[src/common/lpc_target_pkg.sv]
// constants and state type for the lpc memory cycle target
// assumes lad and frame pins are synchronous to sys_clk_in
package lpc_target_pkg;
    localparam int ADDR_W = 32;
    localparam int DATA_W = 8;
    localparam int NIB_W = 4;
    localparam int STRAP_W = 4;
    localparam int ADDR_NIBBLES = 8;
    localparam int SYNC_STAGES = 2;
    // start, cycle type and fixed bus nibbles
    localparam logic [3:0] START_MEM_NIB = 4'h0;
    localparam logic [1:0] CYC_MEM_BITS = 2'h1;
    localparam int CYC_TYPE_HI = 3;
    localparam int CYC_TYPE_LO = 2;
    localparam int CYC_DIR_BIT = 1;
    localparam logic [3:0] READY_SYNC_FIELD = 4'h0;
    localparam logic [3:0] TAR_NIB = 4'hF;
    // identity and register-space positions in the address
    localparam int ID_HI_BIT = 25;
    localparam int ID_LO_BIT = 23;
    localparam int ID_SOLO_BIT = 21;
    localparam int SPACE_BIT = 22;
    // reset values
    localparam logic [3:0] LAD_RST = 4'hF;
    localparam logic [ADDR_W-1:0] ADDR_RST = 32'h0000_0000;
    localparam logic [DATA_W-1:0] DATA_RST = 8'h00;
    localparam logic [STRAP_W-1:0] STRAP_RST = 4'h0;
    localparam logic [2:0] CNT_RST = 3'h0;
    localparam logic [2:0] ADDR_LAST = 3'h7;

    typedef enum logic [3:0] {
        ST_IDLE,
        ST_ADDR,
        ST_R_TAR0,
        ST_W_LO,
        ST_W_HI,
        ST_W_TAR0,
        ST_TAR1,
        ST_SYNC,
        ST_R_LO,
        ST_R_HI,
        ST_DTAR
    } state_t;
endpackage

[src/lpc_memory_cycle_target.sv]
// single-byte lpc memory read/write target sequencer
// assumes lad and frame are synchronous to sys_clk_in (the bus clock),
// user side answers rdata_in in the cycle req_valid_out is high
`timescale 1ns/1ps

// What this block does
// RULE1: accept only start nibble 0000 before frame rise
// RULE2: cycle type bits 3:2 01, bit1 direction
// RULE3: eight address nibbles, most significant first
// RULE4: address bits give identity and register space
// RULE5: host drives 1111 clock 11 on read
// RULE6: start driving clock 12 read, 14 write
// RULE7: read sync 0000 in clock 13
// RULE8: data byte low nibble first, then high
// RULE9: host drives 1111 clock 13 on write
// RULE10: write sync 0000 in clock 15
// RULE11: drive 1111 clock 16 then release
// RULE12: host owns bus from clock 17
// RULE13: fields sampled on rising bus clock edge
// RULE14: identity bits must equal inverted straps
// RULE15: frame low mid-cycle aborts to idle
// RULE16: host sets unused upper address bits to one
// RULE17: drivers released outside driving clocks
module lpc_memory_cycle_target import lpc_target_pkg::*; (
    // clock and reset
    input wire logic sys_clk_in,
    input wire logic rst_n_in,
    // lpc bus
    input wire logic [NIB_W-1:0] lad_in,
    input wire logic lframe_n_in,
    output logic [NIB_W-1:0] lad_out,
    output logic lad_oe_out,
    // identity straps
    input wire logic [STRAP_W-1:0] device_select_strap_in,
    // user side request
    output logic req_valid_out,
    output logic req_write_out,
    output logic req_reg_space_out,
    output logic [ADDR_W-1:0] req_addr_out,
    output logic [DATA_W-1:0] req_wdata_out,
    // user side read data
    input wire logic [DATA_W-1:0] rdata_in
);
    state_t state;
    state_t next_state;
    logic [NIB_W-1:0] last_nib;
    logic frame_q;
    logic [2:0] addr_cnt;
    logic is_write;
    logic [DATA_W-1:0] rdata_q;
    logic [NIB_W-1:0] next_lad;
    logic next_oe;
    logic next_req;
    logic [ADDR_W-1:0] addr;
    logic [STRAP_W-1:0] strap;

    wire start_ok;
    wire cyc_ok;
    wire accept;
    wire abort;
    wire addr_shift;
    wire addr_last;
    wire [STRAP_W-1:0] id_bits;
    wire id_match;
    wire drive_state;

    lpc_strap_sync #(
        .WIDTH(STRAP_W)
    ) u_strap (
        .sys_clk_in(sys_clk_in),
        .rst_n_in(rst_n_in),
        .pin_in(device_select_strap_in),
        .sync_out(strap)
    );

    lpc_addr_collect #(
        .NIBBLES(ADDR_NIBBLES)
    ) u_addr (
        .sys_clk_in(sys_clk_in),
        .rst_n_in(rst_n_in),
        .shift_in(addr_shift),
        .nib_in(lad_in),
        .addr_out(addr)
    );

    // start nibble is the last one seen while frame was low
    assign start_ok = lframe_n_in && frame_q &&
        (last_nib == START_MEM_NIB); // RULE1
    assign cyc_ok = (lad_in[CYC_TYPE_HI:CYC_TYPE_LO] == CYC_MEM_BITS); // RULE2
    assign accept = (state == ST_IDLE) && start_ok && cyc_ok;
    assign abort = (state != ST_IDLE) && !lframe_n_in; // RULE15
    assign addr_shift = (state == ST_ADDR) && lframe_n_in; // RULE3
    assign addr_last = addr_shift && (addr_cnt == ADDR_LAST);
    // identity bits carry the inverted strap value
    assign id_bits = {addr[ID_HI_BIT:ID_LO_BIT], addr[ID_SOLO_BIT]}; // RULE4
    assign id_match = (id_bits == ~strap); // RULE14
    assign drive_state = (next_state == ST_TAR1) ||
        (next_state == ST_SYNC) || (next_state == ST_R_LO) ||
        (next_state == ST_R_HI) || (next_state == ST_DTAR);

    // sequencer: each state names the bus clock being sampled next
    always_comb begin
        next_state = state;
        if (abort) begin
            next_state = ST_IDLE; // RULE15
        end else begin
            case (state)
                ST_IDLE: begin
                    if (accept) begin
                        next_state = ST_ADDR;
                    end
                end
                ST_ADDR: begin
                    if (addr_last) begin
                        next_state = is_write ? ST_W_LO : ST_R_TAR0;
                    end
                end
                ST_R_TAR0: begin
                    // host turnaround nibble is not checked
                    next_state = id_match ? ST_TAR1 : ST_IDLE; // RULE5
                end
                ST_W_LO: begin
                    next_state = id_match ? ST_W_HI : ST_IDLE; // RULE14
                end
                ST_W_HI: begin
                    next_state = ST_W_TAR0;
                end
                ST_W_TAR0: begin
                    next_state = ST_TAR1; // RULE9
                end
                ST_TAR1: begin
                    next_state = ST_SYNC;
                end
                ST_SYNC: begin
                    next_state = is_write ? ST_DTAR : ST_R_LO;
                end
                ST_R_LO: begin
                    next_state = ST_R_HI;
                end
                ST_R_HI: begin
                    next_state = ST_DTAR;
                end
                ST_DTAR: begin
                    next_state = ST_IDLE; // RULE12
                end
                default: begin
                    next_state = ST_IDLE;
                end
            endcase
        end
    end

    // bus drive values for the clock that follows the edge
    always_comb begin
        next_lad = TAR_NIB;
        case (next_state)
            ST_SYNC: next_lad = READY_SYNC_FIELD; // RULE7 RULE10
            ST_R_LO: next_lad = rdata_q[NIB_W-1:0]; // RULE8
            ST_R_HI: next_lad = rdata_q[DATA_W-1:NIB_W]; // RULE8
            default: next_lad = TAR_NIB; // RULE11
        endcase
    end

    assign next_oe = drive_state; // RULE6 RULE17
    assign next_req = !abort &&
        (((state == ST_R_TAR0) && id_match) || (state == ST_W_HI));

    always_ff @(posedge sys_clk_in) begin
        if (!rst_n_in) begin
            state <= ST_IDLE;
            lad_out <= LAD_RST;
            lad_oe_out <= 1'b0;
        end else begin
            state <= next_state;
            lad_out <= next_lad;
            lad_oe_out <= next_oe;
        end
    end

    // start field tracking on every edge
    always_ff @(posedge sys_clk_in) begin
        if (!rst_n_in) begin
            frame_q <= 1'b0;
            last_nib <= TAR_NIB;
        end else begin
            frame_q <= !lframe_n_in;
            if (!lframe_n_in) begin
                last_nib <= lad_in; // RULE13
            end
        end
    end

    always_ff @(posedge sys_clk_in) begin
        if (!rst_n_in) begin
            addr_cnt <= CNT_RST;
            is_write <= 1'b0;
        end else if (accept) begin
            addr_cnt <= CNT_RST;
            is_write <= lad_in[CYC_DIR_BIT]; // RULE2
        end else if (addr_shift) begin
            addr_cnt <= addr_cnt + 3'h1;
        end
    end

    // write data low nibble then high nibble
    always_ff @(posedge sys_clk_in) begin
        if (!rst_n_in) begin
            req_wdata_out <= DATA_RST;
        end else if ((state == ST_W_LO) && lframe_n_in) begin
            req_wdata_out[NIB_W-1:0] <= lad_in; // RULE8
        end else if ((state == ST_W_HI) && lframe_n_in) begin
            req_wdata_out[DATA_W-1:NIB_W] <= lad_in; // RULE8
        end
    end

    // read data taken while the request pulse stands
    always_ff @(posedge sys_clk_in) begin
        if (!rst_n_in) begin
            rdata_q <= DATA_RST;
        end else if (req_valid_out && !req_write_out) begin
            rdata_q <= rdata_in;
        end
    end

    always_ff @(posedge sys_clk_in) begin
        if (!rst_n_in) begin
            req_valid_out <= 1'b0;
            req_write_out <= 1'b0;
            req_reg_space_out <= 1'b0;
            req_addr_out <= ADDR_RST;
        end else begin
            req_valid_out <= next_req;
            if (next_req) begin
                req_write_out <= is_write;
                // space bit low selects register space
                req_reg_space_out <= !addr[SPACE_BIT]; // RULE4
                req_addr_out <= addr;
            end
        end
    end

    // checks
    AST_START_NIBBLE: assert property (@(posedge sys_clk_in) // RULE1
        disable iff (!rst_n_in)
        (state == ST_IDLE && $past(state) == ST_IDLE) ##1
        (state == ST_ADDR) |-> $past(last_nib) == START_MEM_NIB)
        else $error("cycle accepted without 0000 start");

    AST_CYC_TYPE: assert property (@(posedge sys_clk_in) // RULE2
        disable iff (!rst_n_in)
        accept |=> (state == ST_ADDR) && addr_cnt == CNT_RST &&
            is_write == $past(lad_in[CYC_DIR_BIT]))
        else $error("cycle type not decoded");

    AST_ADDR_ORDER: assert property (@(posedge sys_clk_in) // RULE3
        disable iff (!rst_n_in)
        addr_shift |=> addr[NIB_W-1:0] == $past(lad_in) &&
            addr[2*NIB_W-1:NIB_W] == $past(addr[NIB_W-1:0]))
        else $error("address nibble order wrong");

    AST_ID_MISMATCH: assert property (@(posedge sys_clk_in) // RULE14
        disable iff (!rst_n_in)
        ((state == ST_R_TAR0 || state == ST_W_LO) && !id_match)
        |=> state == ST_IDLE && !lad_oe_out && !req_valid_out)
        else $error("mismatched identity not ignored");

    AST_READ_TAKEOVER: assert property (@(posedge sys_clk_in) // RULE6
        disable iff (!rst_n_in)
        (state == ST_R_TAR0 && id_match && lframe_n_in) |=>
            lad_oe_out && lad_out == TAR_NIB && req_valid_out)
        else $error("read turnaround takeover missing");

    AST_SYNC_VALUE: assert property (@(posedge sys_clk_in) // RULE7
        disable iff (!rst_n_in)
        (state == ST_TAR1 && lframe_n_in) |=>
            lad_oe_out && lad_out == READY_SYNC_FIELD)
        else $error("sync nibble not 0000");

    AST_WRITE_SYNC: assert property (@(posedge sys_clk_in) // RULE10
        disable iff (!rst_n_in)
        (state == ST_W_TAR0 && lframe_n_in) ##1 lframe_n_in |=>
            lad_oe_out && lad_out == READY_SYNC_FIELD)
        else $error("write sync missing at clock 15");

    AST_READ_DATA: assert property (@(posedge sys_clk_in) // RULE8
        disable iff (!rst_n_in)
        (state == ST_SYNC && !is_write && lframe_n_in) ##1
        lframe_n_in |=> lad_out == rdata_q[DATA_W-1:NIB_W])
        else $error("read data nibble order wrong");

    AST_CLOSE_TAR: assert property (@(posedge sys_clk_in) // RULE11
        disable iff (!rst_n_in)
        (state == ST_SYNC && is_write && lframe_n_in) |=>
            lad_oe_out && lad_out == TAR_NIB ##1 !lad_oe_out)
        else $error("closing turnaround wrong");

    AST_ABORT: assert property (@(posedge sys_clk_in) // RULE15
        disable iff (!rst_n_in)
        (state != ST_IDLE && !lframe_n_in) |=>
            state == ST_IDLE && !lad_oe_out)
        else $error("abort did not return to idle");

    AST_RELEASE: assert property (@(posedge sys_clk_in) // RULE17
        disable iff (!rst_n_in)
        lad_oe_out |-> $past(state) != ST_IDLE &&
            $past(state) != ST_ADDR)
        else $error("bus driven outside its clocks");

    COV_READ: cover property (@(posedge sys_clk_in)
        disable iff (!rst_n_in)
        state == ST_R_HI ##1 state == ST_DTAR);
    COV_WRITE: cover property (@(posedge sys_clk_in)
        disable iff (!rst_n_in)
        req_valid_out && req_write_out);
    COV_MISMATCH: cover property (@(posedge sys_clk_in)
        disable iff (!rst_n_in)
        state == ST_R_TAR0 && !id_match);
    COV_ABORT: cover property (@(posedge sys_clk_in)
        disable iff (!rst_n_in)
        state == ST_ADDR && !lframe_n_in);
endmodule

[src/lpc_strap_sync.sv]
// two-flop synchroniser for static strap pins
// assumes straps change only while the bus is idle
`timescale 1ns/1ps
module lpc_strap_sync import lpc_target_pkg::*; #(
    parameter int WIDTH = STRAP_W
) (
    // clock and reset
    input wire logic sys_clk_in,
    input wire logic rst_n_in,
    // pins and synchronised copy
    input wire logic [WIDTH-1:0] pin_in,
    output logic [WIDTH-1:0] sync_out
);
    logic [WIDTH-1:0] meta;

    if (WIDTH < 1) begin : g_bad_width
        $error("strap width must be at least 1");
    end

    always_ff @(posedge sys_clk_in) begin
        if (!rst_n_in) begin
            meta <= '0;
            sync_out <= '0;
        end else begin
            meta <= pin_in;
            sync_out <= meta;
        end
    end
endmodule

[src/lpc_addr_collect.sv]
// shifts address nibbles in, most significant first
// assumes shift_in is high once per address clock
`timescale 1ns/1ps
module lpc_addr_collect import lpc_target_pkg::*; #(
    parameter int NIBBLES = ADDR_NIBBLES
) (
    // clock and reset
    input wire logic sys_clk_in,
    input wire logic rst_n_in,
    // nibble stream
    input wire logic shift_in,
    input wire logic [NIB_W-1:0] nib_in,
    // collected address
    output logic [NIBBLES*NIB_W-1:0] addr_out
);
    logic [NIBBLES*NIB_W-1:0] next_addr;

    if (NIBBLES != ADDR_NIBBLES) begin : g_bad_nibbles
        $error("address must be 8 nibbles");
    end

    assign next_addr = {addr_out[(NIBBLES-1)*NIB_W-1:0], nib_in};

    always_ff @(posedge sys_clk_in) begin
        if (!rst_n_in) begin
            addr_out <= '0;
        end else if (shift_in) begin
            addr_out <= next_addr;
        end
    end
endmodule

[config.mk]
export PLATFORM = sky130hd
export DESIGN_NAME = lpc_memory_cycle_target
export DESIGN_NICKNAME = d
export VERILOG_FILES = /design/src/common/lpc_target_pkg.sv /design/src/lpc_memory_cycle_target.sv /design/src/lpc_strap_sync.sv /design/src/lpc_addr_collect.sv
export SDC_FILE = /design/constraint.sdc
export NUM_CORES = 1
export LEC_CHECK = 0
export BUFFER_PORTS_ARGS = -buffer_cell sky130_fd_sc_hd__buf_2
export CORE_MARGIN = 2
export CORE_UTILIZATION = 60
export CTS_CLUSTER_DIAMETER = 100
export DETAILED_ROUTE_END_ITERATION = 8
export PLACE_DENSITY = 0.84
export SETUP_SLACK_MARGIN = 0.5
export SYNTH_ARGS = -nofsm -noshare
export SYNTH_HDL_FRONTEND = slang
export SYNTH_SLANG_ARGS = --single-unit
[constraint.sdc]
create_clock -name sys_clk_in -period 3 [get_ports sys_clk_in]
set_input_delay 0.3 -clock sys_clk_in [delete_from_list [all_inputs] [get_ports sys_clk_in]]
set_output_delay 0.3 -clock sys_clk_in [all_outputs]
set_load 0.1 [all_outputs]
; ---- Yosys cells after proc, flatten, opt, wreduce, memory -nomap -nowiden
; Index checks and enable logic that the tools add are counted.
[totals]
in_bits = 19
register_bits = 109
[op_classes]
reduce_logical = 26
bitwise = 3
eq_ne = 17
mux = 9
add_sub_neg = 1
[op_table]
columns = cell, count
row1 = 4-bit one-hot mux with 10 select lines, 1
row2 = 4-bit by 3-bit == test with 1-bit output (second input constant), 6
row3 = 4-bit == test (second input constant), 5
row4 = 1-bit logical AND, 12
row5 = 4-bit 2-to-1 mux, 3
row6 = 4-bit one-hot mux with 3 select lines, 1
row7 = 4-bit by 2-bit == test with 1-bit output (second input constant), 2
row8 = 4-bit zero test, 2
row9 = 3-bit 2-to-1 mux, 2
row10 = 1-bit logical OR, 5
row11 = 4-bit by 1-bit == test with 1-bit output (second input constant), 1
row12 = 4-bit == test, 1
row13 = 1-bit zero test, 4
row14 = 4-bit NOT, 1
row15 = 4-bit nonzero test, 1
row16 = 3-bit by 1-bit adder with 3-bit output (second input constant), 1
row17 = 3-bit == test (second input constant), 1
row18 = 2-bit by 1-bit == test with 1-bit output (second input constant), 1
row19 = 2-bit 2-to-1 mux, 1
row20 = 1-bit NOT, 2
row21 = 2-bit AND reduction, 1
row22 = 2-bit OR reduction, 1
row23 = 1-bit 2-to-1 mux, 1

; ---- Longest topological paths before layout
; Gate-level depths: netlist of the first run.
[logic_depth]
ltp_word = 12
depth_mapped = 7

; ---- Modules after synthesis
; From an unflattened synthesis of the first run, not the netlist that was laid out.
[unflattened]
hier_cells = 422
area_unflattened_um2 = 4332.9
[by_module_without_submodules]
columns = module, cells_each, area_per_inst_um2, instances
row1 = lpc_memory_cycle_target, 303, 2879.0, 1
row2 = lpc_addr_collect, 103, 1243.7, 1
row3 = lpc_strap_sync, 16, 210.2, 1

; ---- Worst setup path before layout of the first run
; OpenSTA, ideal clock, no wires.
[synth_path]
kind = flip-flop to flip-flop
startpoint = reg req_valid_out
endpoint = reg rdata_q[0]
arrival_time_ns = 1.791
path_slack_ns = 1.092
period_less_slack_ns = 1.908
path_stages_with_launch = 5
t_required_ns = 2.884
setup_ns = 0.116
path_cell_list = dfxtp_1 > nor2b_1 > clkbuf_1 > mux2i_1 > nor2b_1
[synth_between]
elab_chain_cells = 1
[synth_rtl]
columns = item, line
row1 = start: declaration, lpc_memory_cycle_target.sv:36  ; output logic req_valid_out,
row2 = start signal: assignment, lpc_memory_cycle_target.sv:232  ; req_valid_out <= next_req;
row3 = 1-bit logical AND, lpc_memory_cycle_target.sv:220  ; end else if (req_valid_out && !req_write_out) begin
row4 = end signal: assignment, lpc_memory_cycle_target.sv:221  ; rdata_q <= rdata_in;
row5 = end: declaration, lpc_memory_cycle_target.sv:50  ; logic [DATA_W-1:0] rdata_q;
; Every way passes these cells.
; A chain may end at the register's enable or synchronous reset.

; ---- Worst setup path in the final report of the first run
[layout_path]
startpoint = reg state[1]
endpoint = reg req_write_out
[layout_between]
elab_chain_cells = 4
elab_cells_between_ends = 8
cone_classes = 2 x eq/ne / 6 x reduce/logical
[layout_rtl]
columns = item, line
row1 = start: declaration, lpc_memory_cycle_target.sv:44  ; state_t state;
row2 = start signal: assignment, lpc_memory_cycle_target.sv:174  ; state <= next_state;
row3 = 4-bit by 2-bit == test with 1-bit output or 4-bit nonzero test (tied branches), "lpc_memory_cycle_target.sv:166, lpc_memory_cycle_target.sv:91"
row4 = 1-bit logical AND (on tied branches), "lpc_memory_cycle_target.sv:166, lpc_memory_cycle_target.sv:91"
row5 = 1-bit logical OR or 1-bit zero test (tied branches), "lpc_memory_cycle_target.sv:166, lpc_memory_cycle_target.sv:165"
row6 = 1-bit logical AND *, lpc_memory_cycle_target.sv:165  ; assign next_req = !abort &&
row7 = end signal: assignment, lpc_memory_cycle_target.sv:234  ; req_write_out <= is_write;
row8 = end: declaration, lpc_memory_cycle_target.sv:37  ; output logic req_write_out,
; Every way passes the cells marked *; elsewhere a longest branch is shown, timed or not.

==> results.md, run 1 <==
- Result of the run: finished, final reports clean
- Fmax: 484.0 MHz
- IO buf count: 66
- Core Rows: 30
- Final sum of negative setup slack: 0 ns
- Detailed Place HPWL: 5290 um
- Gr usage total: 21.30%
- Num CTS Buffers: 9
- Vias after detailed routing: 3201
- Slew of the pin with the lowest slew margin: 0.9135 ns
- Power per cell area: 481.8 nW/um^2
- 1st-pass router iterations: 4
- Worst flop-to-flop path endpoint: req_write_out
- Core occupancy in the finished layout: 70.36%
- Hold buffer count at cts: 0
- Final clock period utilization by the worst path: 68.86%
- Top-level port count: 67
- Post-Synthesis Cells: 468
- Clock buffer depth: 2
- Antenna violations before repair: 0
- Delay of the slowest critical-path stage: 0.49 ns
- H-tree level count: 3
- Core region area: 6869 um^2
- Launching element type of the critical path: flip-flop
- Wirelength, routed: 7809 um
- Cell breakdown of the critical path: nor2b_1 > nand2_1 > or2_2 > a21oi_4 > buf_4 > mux2i_1
- Distinct cells, synth: 39
- Nets: 537
- Critical path fanouts, max: 34
- CTS clk-pin slew, worst paths: 0.09 ns
- Number of violations of the max-capacitance limit: 0
- Clock sink count: 109
- Endpoint of the worst hold-timing path: u_strap.meta[0]
- Min Clock Period, post-route: 2.066 ns
- Vias per std cell: 5.188
- Vias in the first global route: 2960
- Largest net degree at the start of global routing: 73
- Data required time at the worst endpoint: 3.29 ns
- Overall power of the completed layout: 2.329 mW
- Max rail drop VDD: 269.3 uV
- Max-slew violations: 0
- Vertical die dimension: 88.80 um
- Routability congestion estimate from global placement: 0.8577
- Number of hold violations in the final report: 0
- Critical setup path kind: reg -> reg
- Mapped Nets: 489
- R2R setup slack: 0.93 ns
- Die width: 88.80 um
- R2R Path Start: state[1]
- Share of post-route cells with drive strength above 1: 17.27%
- Number of register bits inferred by synthesis: 109
- Path class of the lowest-slack min-delay path: in -> reg
- Register-to-Register Path Depth: 6
- Number of setup violations in the final report: 0
- Post-Synthesis Cell Area: 4314 um^2
- Diode insertion count for antenna repair: 0
- Launch point of the worst hold path: device_select_strap_in[0]
- Worst Clk Skew: 0.008163 ns
- Post-synthesis area per instance: 9.218 um^2
- Arrival time of data at the critical path endpoint: 2.35 ns
- Share of the yosys chip area belonging to registers: 50.58%
- Worst hold stages: 2
- Global-route wire length before repair: 13100 um
- Number of buffers inserted by post-CTS setup repair: 0
- Post-detailed-route count of antenna-violating nets: 0
- Root Buffer Master: clkbuf_8
- Die Outline Area: 7885 um^2
- Worst setup EP type: flip-flop
- Count of warnings emitted by yosys: 0
- Slowest stage cell, crit path: dfxtp_1
- Worst slew margin relative to its limit: 38.97%
- Post-detailed-route wirelength per cell: 12.66 um
- Initial Utilization: 62.81%
- Unrepaired setup endpoints after global routing: false
- CTS tree: yes
- Residual DRC: 0
- Number of design-rule violations left by the first detailed-router iteration: 137
- Cell leakage power: 1.838 nW
- Post-CTS resize count: 0
- Relative area change from synthesis to final layout: 12.04%
- Grt total ovfl: 0
- Clock insertion delay at the later pin of the skew report: 0.36 ns
==> worst max-delay path: cells and delay by family (launching register included) <==
family / cells / cell delay [ns]
DFF: 1 / 0.49
buffers and inverters: 1 / 0.47
muxes: 1 / 0.25
AOI/OAI and AO/OA: 1 / 0.13
and+or+nand+nor: 3 / 0.63
==> sequential cells by signal (all words and copies together) (netlist names) <==
signal	cells
u_strap.sync_out	4
req_reg_space_out	1
last_nib	4
frame_q	1
u_addr.addr_out	32
u_strap.meta	4
req_wdata_out	8
lad_out	4
rdata_q	8
addr_cnt	3
state	4
req_write_out	1
is_write	1
req_valid_out	1
req_addr_out	32
lad_oe_out	1
==> cell usage after synthesis <==
cell type    n  share of area, %
nand2_1    145                13
dfxtp_1    109                51
mux2i_1     58                13
a21boi_0    33               5.7
nor2b_1     26               3.8
clkbuf_1    22               1.9
and2_1       9               1.3
o21ai_0      7              0.81
nor2_1       6              0.52
a21oi_1      5              0.58
buf_2        4              0.46
nand3_1      4              0.46
xor2_1       4              0.81
and3_1       3              0.44
buf_4        3              0.52
nand2b_1     3              0.44
buf_1        2              0.17
buf_6        2              0.52
ha_1         2              0.58
or2_2        2              0.29
a21boi_2     1              0.26
a21o_1       1              0.17
a21oi_4      1              0.38
and3b_1      1              0.20
inv_1        1             0.087
nand3b_1     1              0.17
nand4b_1     1              0.20
nor4_2       1              0.29
nor4b_1      1              0.20
nor4bb_1     1              0.23
o211a_1      1              0.23
o211ai_1     1              0.17
o31a_1       1              0.20
o31ai_1      1              0.17
o32a_1       1              0.23
or3b_1       1              0.20
or3b_2       1              0.20
or4_1        1              0.17
xnor2_1      1              0.20
==> placed cells by master, fill, tap and decap left out, types with 2 or more instances in the layout <==
cell / instances
or2_2: 2
clkbuf_1: 2
a21boi_0: 33
ha_1: 2
mux2i_1: 58
and3_1: 3
nand2_1: 145
buf_2: 65
clkinvlp_4: 2
buf_4: 4
nor2_1: 6
a21oi_1: 5
dfxtp_1: 109
nor2b_1: 26
nand3_1: 4
and2_1: 9
xor2_1: 4
o21ai_0: 7
clkbuf_8: 11
nand2b_1: 3
==> metrics by stage <==
step	setup WS (ns)	hold slack [ns]	std cells	cell area, um^2
after floorplan	1.092	0.4119	468	4314
after global placement	1.002	0.4224	601	4654
after detailed placement	0.9391	0.4236	601	4654
after CTS	0.9191	0.1428	617	4833
after global routing	0.7537	0.1447	617	4833
final	0.9341	0.1561	617	4833
==> where the power goes <==
part           switching (mW)  internal, mW
clock                   0.457         0.347
sequential            0.00359          1.45
combinational          0.0381        0.0281
==> metal layers <==
metal	wire length, um	global-route usage [%]	vias to the layer above	share of wire (%)
met5	0	0	-	0
met4	164	9.229	0	2.1
met3	270	3.545	13	3.5
met2	3678	35.14	65	47
met1	3696	27.61	1499	47
li1	-	-	1624	-
==> worst max path at each step <==
| stage | start | endpoint | slack, ns | cells after the start |
|---|---|---|---|---|
| final | state[1] | req_write_out | 0.93 | 6 |
| after global routing | state[1] | req_addr_out[31] | 0.75 | 6 |
| after CTS | state[1] | req_addr_out[30] | 0.92 | 6 |
| after detailed placement | state[1] | req_addr_out[30] | 0.94 | 6 |
| after global placement | state[1] | req_addr_out[3] | 1.00 | 6 |
| after floorplan | req_valid_out | rdata_q[0] | 1.09 | 4 |
==> kinds of logic after synthesis <==
group           after synthesis  synth area share, %
compound gates               53                8.962
xor+xnor                      5                1.015
fa+ha+maj                     2               0.5800
buf+inv                      34                3.683
flops                       109                50.58
mux                          58                13.46
simple gates                207                21.72
==> area by class of cell <==
type / count / area [um^2]
sequential: 109 / 2182
fill: 537 / 2036
multi-input combinational: 325 / 1973
timing repair buffer: 70 / 375.4
clock buffer: 13 / 158.9
tap: 96 / 120.1
clock inverter: 3 / 20.02
inverter: 1 / 3.754
No activity file was read; power rests on OpenSTA's default activity.
==> inputs of run 2 (changes only) <==
--- a/config.mk
+++ b/config.mk
@@ -7,10 +7,10 @@
 export LEC_CHECK = 0
 export BUFFER_PORTS_ARGS = -buffer_cell sky130_fd_sc_hd__buf_2
 export CORE_MARGIN = 2
-export CORE_UTILIZATION = 60
+export CORE_UTILIZATION = 50
 export CTS_CLUSTER_DIAMETER = 100
 export DETAILED_ROUTE_END_ITERATION = 8
-export PLACE_DENSITY = 0.84
+export PLACE_DENSITY = 0.74
 export SETUP_SLACK_MARGIN = 0.5
 export SYNTH_ARGS = -nofsm -noshare
 export SYNTH_HDL_FRONTEND = slang
==> constraint.sdc (replaced) <==
create_clock -name sys_clk_in -period 1.8 [get_ports sys_clk_in]
set_input_delay 0.18 -clock sys_clk_in [delete_from_list [all_inputs] [get_ports sys_clk_in]]
set_output_delay 0.18 -clock sys_clk_in [all_outputs]
set_load 0.1 [all_outputs]
==> run 2 against run 1 <==
Against the previous run:
- global-route usage fell by 2.3 points
- first-iteration DRC count rose by 1.5%
- register-to-register slack got worse by 0.89 ns
- sequential power rose by 66%
- worst setup slack got worse by 0.89 ns
- fmax rose by 18%
- die area rose by 19%
- critical path type unchanged
- highest routed layer unchanged
==> results.md, run 2 (synthesized netlist as in run 1, its figures left out) <==
- Number of violations of the max-capacitance limit: 0 (unchanged)
- Antenna violations before repair: 0 (unchanged)
- Worst hold stages: 2 (unchanged)
- Routability congestion estimate from global placement: 0.9459 (+10%)
- Number of non-filler instances in the completed layout: 655 (+6.2%)
- Cell-internal power: 3.305 mW (+81%)
- Post-layout instance area: 5530 um^2 (+14%)
- Worst Slack Setup Final: 0.04569 ns (-0.8884 ns)
- Slowest stage cell, crit path: or4_4
- Unrepaired setup endpoints after global routing: true
- Grt total ovfl: 0 (unchanged)
- Slew of the pin with the lowest slew margin: 0.3402 ns (-0.5733 ns)
- Worst slew margin relative to its limit: 77.32% (+38 points)
- Placed instance count: 622 (+3.5%)
- Cell leakage power: 2.115 nW (+15%)
- Result of the run: finished, final reports clean
- Register-to-Register Path Depth: 5 (-1)
- Largest net degree at the start of global routing: 94 (+29%)
- Final-layout worst hold slack: 0.005552 ns (-0.1506 ns)
- Top-level port count: 67 (unchanged)
- CTS tree: yes
- Delay of the slowest critical-path stage: 0.44 ns (-0.05 ns)
- Residual DRC: 0 (unchanged)
- R2R setup slack: 0.05 ns (-0.89 ns)
- Number of setup violations in the final report: 0 (unchanged)
- Cell Area, Placed: 4808 um^2 (+3.3%)
- 1st-pass router iterations: 4 (unchanged)
- Gr usage total: 19.02% (-2.3 points)
- Global-route wire length before repair: 14860 um (+13%)
- Vias after detailed routing: 3299 (+3.1%)
- IO buf count: 66 (unchanged)
- Core region area: 8299 um^2 (+21%)
- Wirelength, routed: 8812 um (+13%)
- Portion of total power attributed to combinational logic: 2.8% (about the same)
- Worst flop-to-flop path endpoint: lad_out[1]
- Overall power of the completed layout: 4.199 mW (+80%)
- Die Outline Area: 9388 um^2 (+19%)
- Num CTS Buffers: 9 (unchanged)
- Initial Utilization: 51.98% (-11 points)
- Number of hold violations in the final report: 0 (unchanged)
- Max-slew violations: 0 (unchanged)
- Worst Clk Skew: 0.007486 ns (-0.0006765 ns)
- Min Clock Period, post-route: 1.754 ns (-0.3116 ns)
- Die width: 96.89 um (+9.1%)
- Post-placement worst setup slack: -0.005863 ns (-0.9450 ns)
- Vias per std cell: 5.037 (-2.9%)
- Worst setup EP type: flip-flop
- R2R Path Start: state[2]
- CP Buf/Inv Count: 0 (-1)
- Clock sink count: 109 (unchanged)
- Number of design-rule violations left by the first detailed-router iteration: 139 (+1.5%)
- Max rail drop VDD: 487.4 uV (+81%)
- Hold buffer count at cts: 0 (unchanged)
- Path class of the lowest-slack min-delay path: in -> reg
- Share of total power in the clock network: 39.4% (+4.9 points)
- Clock buffer depth: 2 (unchanged)
- Biggest regs: req_addr_out: 32 flops, u_addr.addr_out: 32 flops
- Clock insertion delay at the later pin of the skew report: 0.37 ns (about the same)
- Detailed Place HPWL: 5379 um (+1.7%)
- Data required time at the worst endpoint: 2.06 ns (-1.23 ns)
- Post-detailed-route wirelength per cell: 13.45 um (+6.3%)
- Most frequent cells in the layout: nand2_1, dfxtp_1, buf_4, mux2i_1, a21boi_1
- Root Buffer Master: clkbuf_8
- Switching power summed over all nets: 0.8938 mW (+79%)
- H-tree level count: 3 (unchanged)
- Critical setup path kind: reg -> reg
- Proportion of power drawn by flip-flops and latches: 57.8% (-4.8 points)
- CTS clk-pin slew, worst paths: 0.10 ns (about the same)
- Switching part of the total power: 21.29% (-0.14 points)
- Nets: 566 (+5.4%)
- Fmax: 570.0 MHz (+18%)
- Cell family contributing the most delay on the critical path: simple AND/OR/NAND/NOR gates
- Vertical die dimension: 96.89 um (+9.1%)
- Relative area change from synthesis to final layout: 28.19%
- Endpoint of the worst hold-timing path: u_strap.meta[1]
- Core Rows: 33 (+10%)
- Launch point of the worst hold path: device_select_strap_in[1]
- Post-detailed-route count of antenna-violating nets: 0 (unchanged)
- Cell breakdown of the critical path: or3b_1 > o32a_1 > or4_4 > a21boi_4 > o21ai_1
- Vias in the first global route: 3162 (+6.8%)
- Most common library cell in the layout ignoring fill and taps: nand2_1
- Diode insertion count for antenna repair: 0 (unchanged)
- Arrival time of data at the critical path endpoint: 2.02 ns (-0.33 ns)
- Final clock period utilization by the worst path: 97.46% (+29 points)
- Critical path fanouts, max: 7 (-79%)
- Launching element type of the critical path: flip-flop
- Power per cell area: 759.3 nW/um^2 (+58%)
- Share of post-route cells with drive strength above 1: 26.36% (+9.1 points)
-- run 2: per-stage QoR --
step	utilization, %	TNS, ns
after floorplan	-	0
after global placement	57.94	0
after detailed placement	57.94	-0.02013
after CTS	65.82	0
after global routing	66.64	-0.5893
final	66.64	0
-- run 2: worst max-delay path by stage --
stage	cells past startpoint	slack, ns	to	from
after global placement	5	0.03	lad_out[2]	state[1]
after detailed placement	5	-0.006	lad_out[1]	state[1]
after CTS	5	0.04	lad_out[1]	state[3]
final	5	0.05	lad_out[1]	state[2]
after floorplan	6	0.05	lad_out[0]	state[1]
after global routing	7	-0.04	req_addr_out[22]	state[1]
-- run 2: layout make-up --
cell class	count	area (um^2)
clock buffers	10	137.6
clock inverters	6	95.09
fillers	647	2769
inverters	1	3.754
multi-input cells	325	2073
flip-flops and latches	109	2200
well taps	105	131.4
repair buffers	99	889.6
-- run 2: layer usage --
metal  wire length [um]  GRT usage (%)  vias up
li1                   -              -     1687
met1               4100          24.39     1533
met2               4244          32.05       66
met3                353          4.263       13
met4                114          5.742        0
met5                  0              0        -
-- run 2: power by group through the flow --
stage          Sequential (mW)  Clock [mW]  Combinational [mW]
2_1_floorplan             2.48           0              0.0730
3_3_place_gp              2.48           0               0.112
3_5_place_dp              2.48           0               0.113
4_1_cts                   2.43        1.68               0.116
5_1_grt                   2.43        1.78               0.129
6_report                  2.43        1.66               0.118
-- run 2: timing repair --
| action | in CTS | in global routing |
|---|---|---|
| resized for setup | 96 | 27 |
| pin swaps | 8 | 5 |
| setup buffers | 11 | 1 |
| endpoints found under the setup margin | 132 | 91 |
| cloned | 4 | 1 |
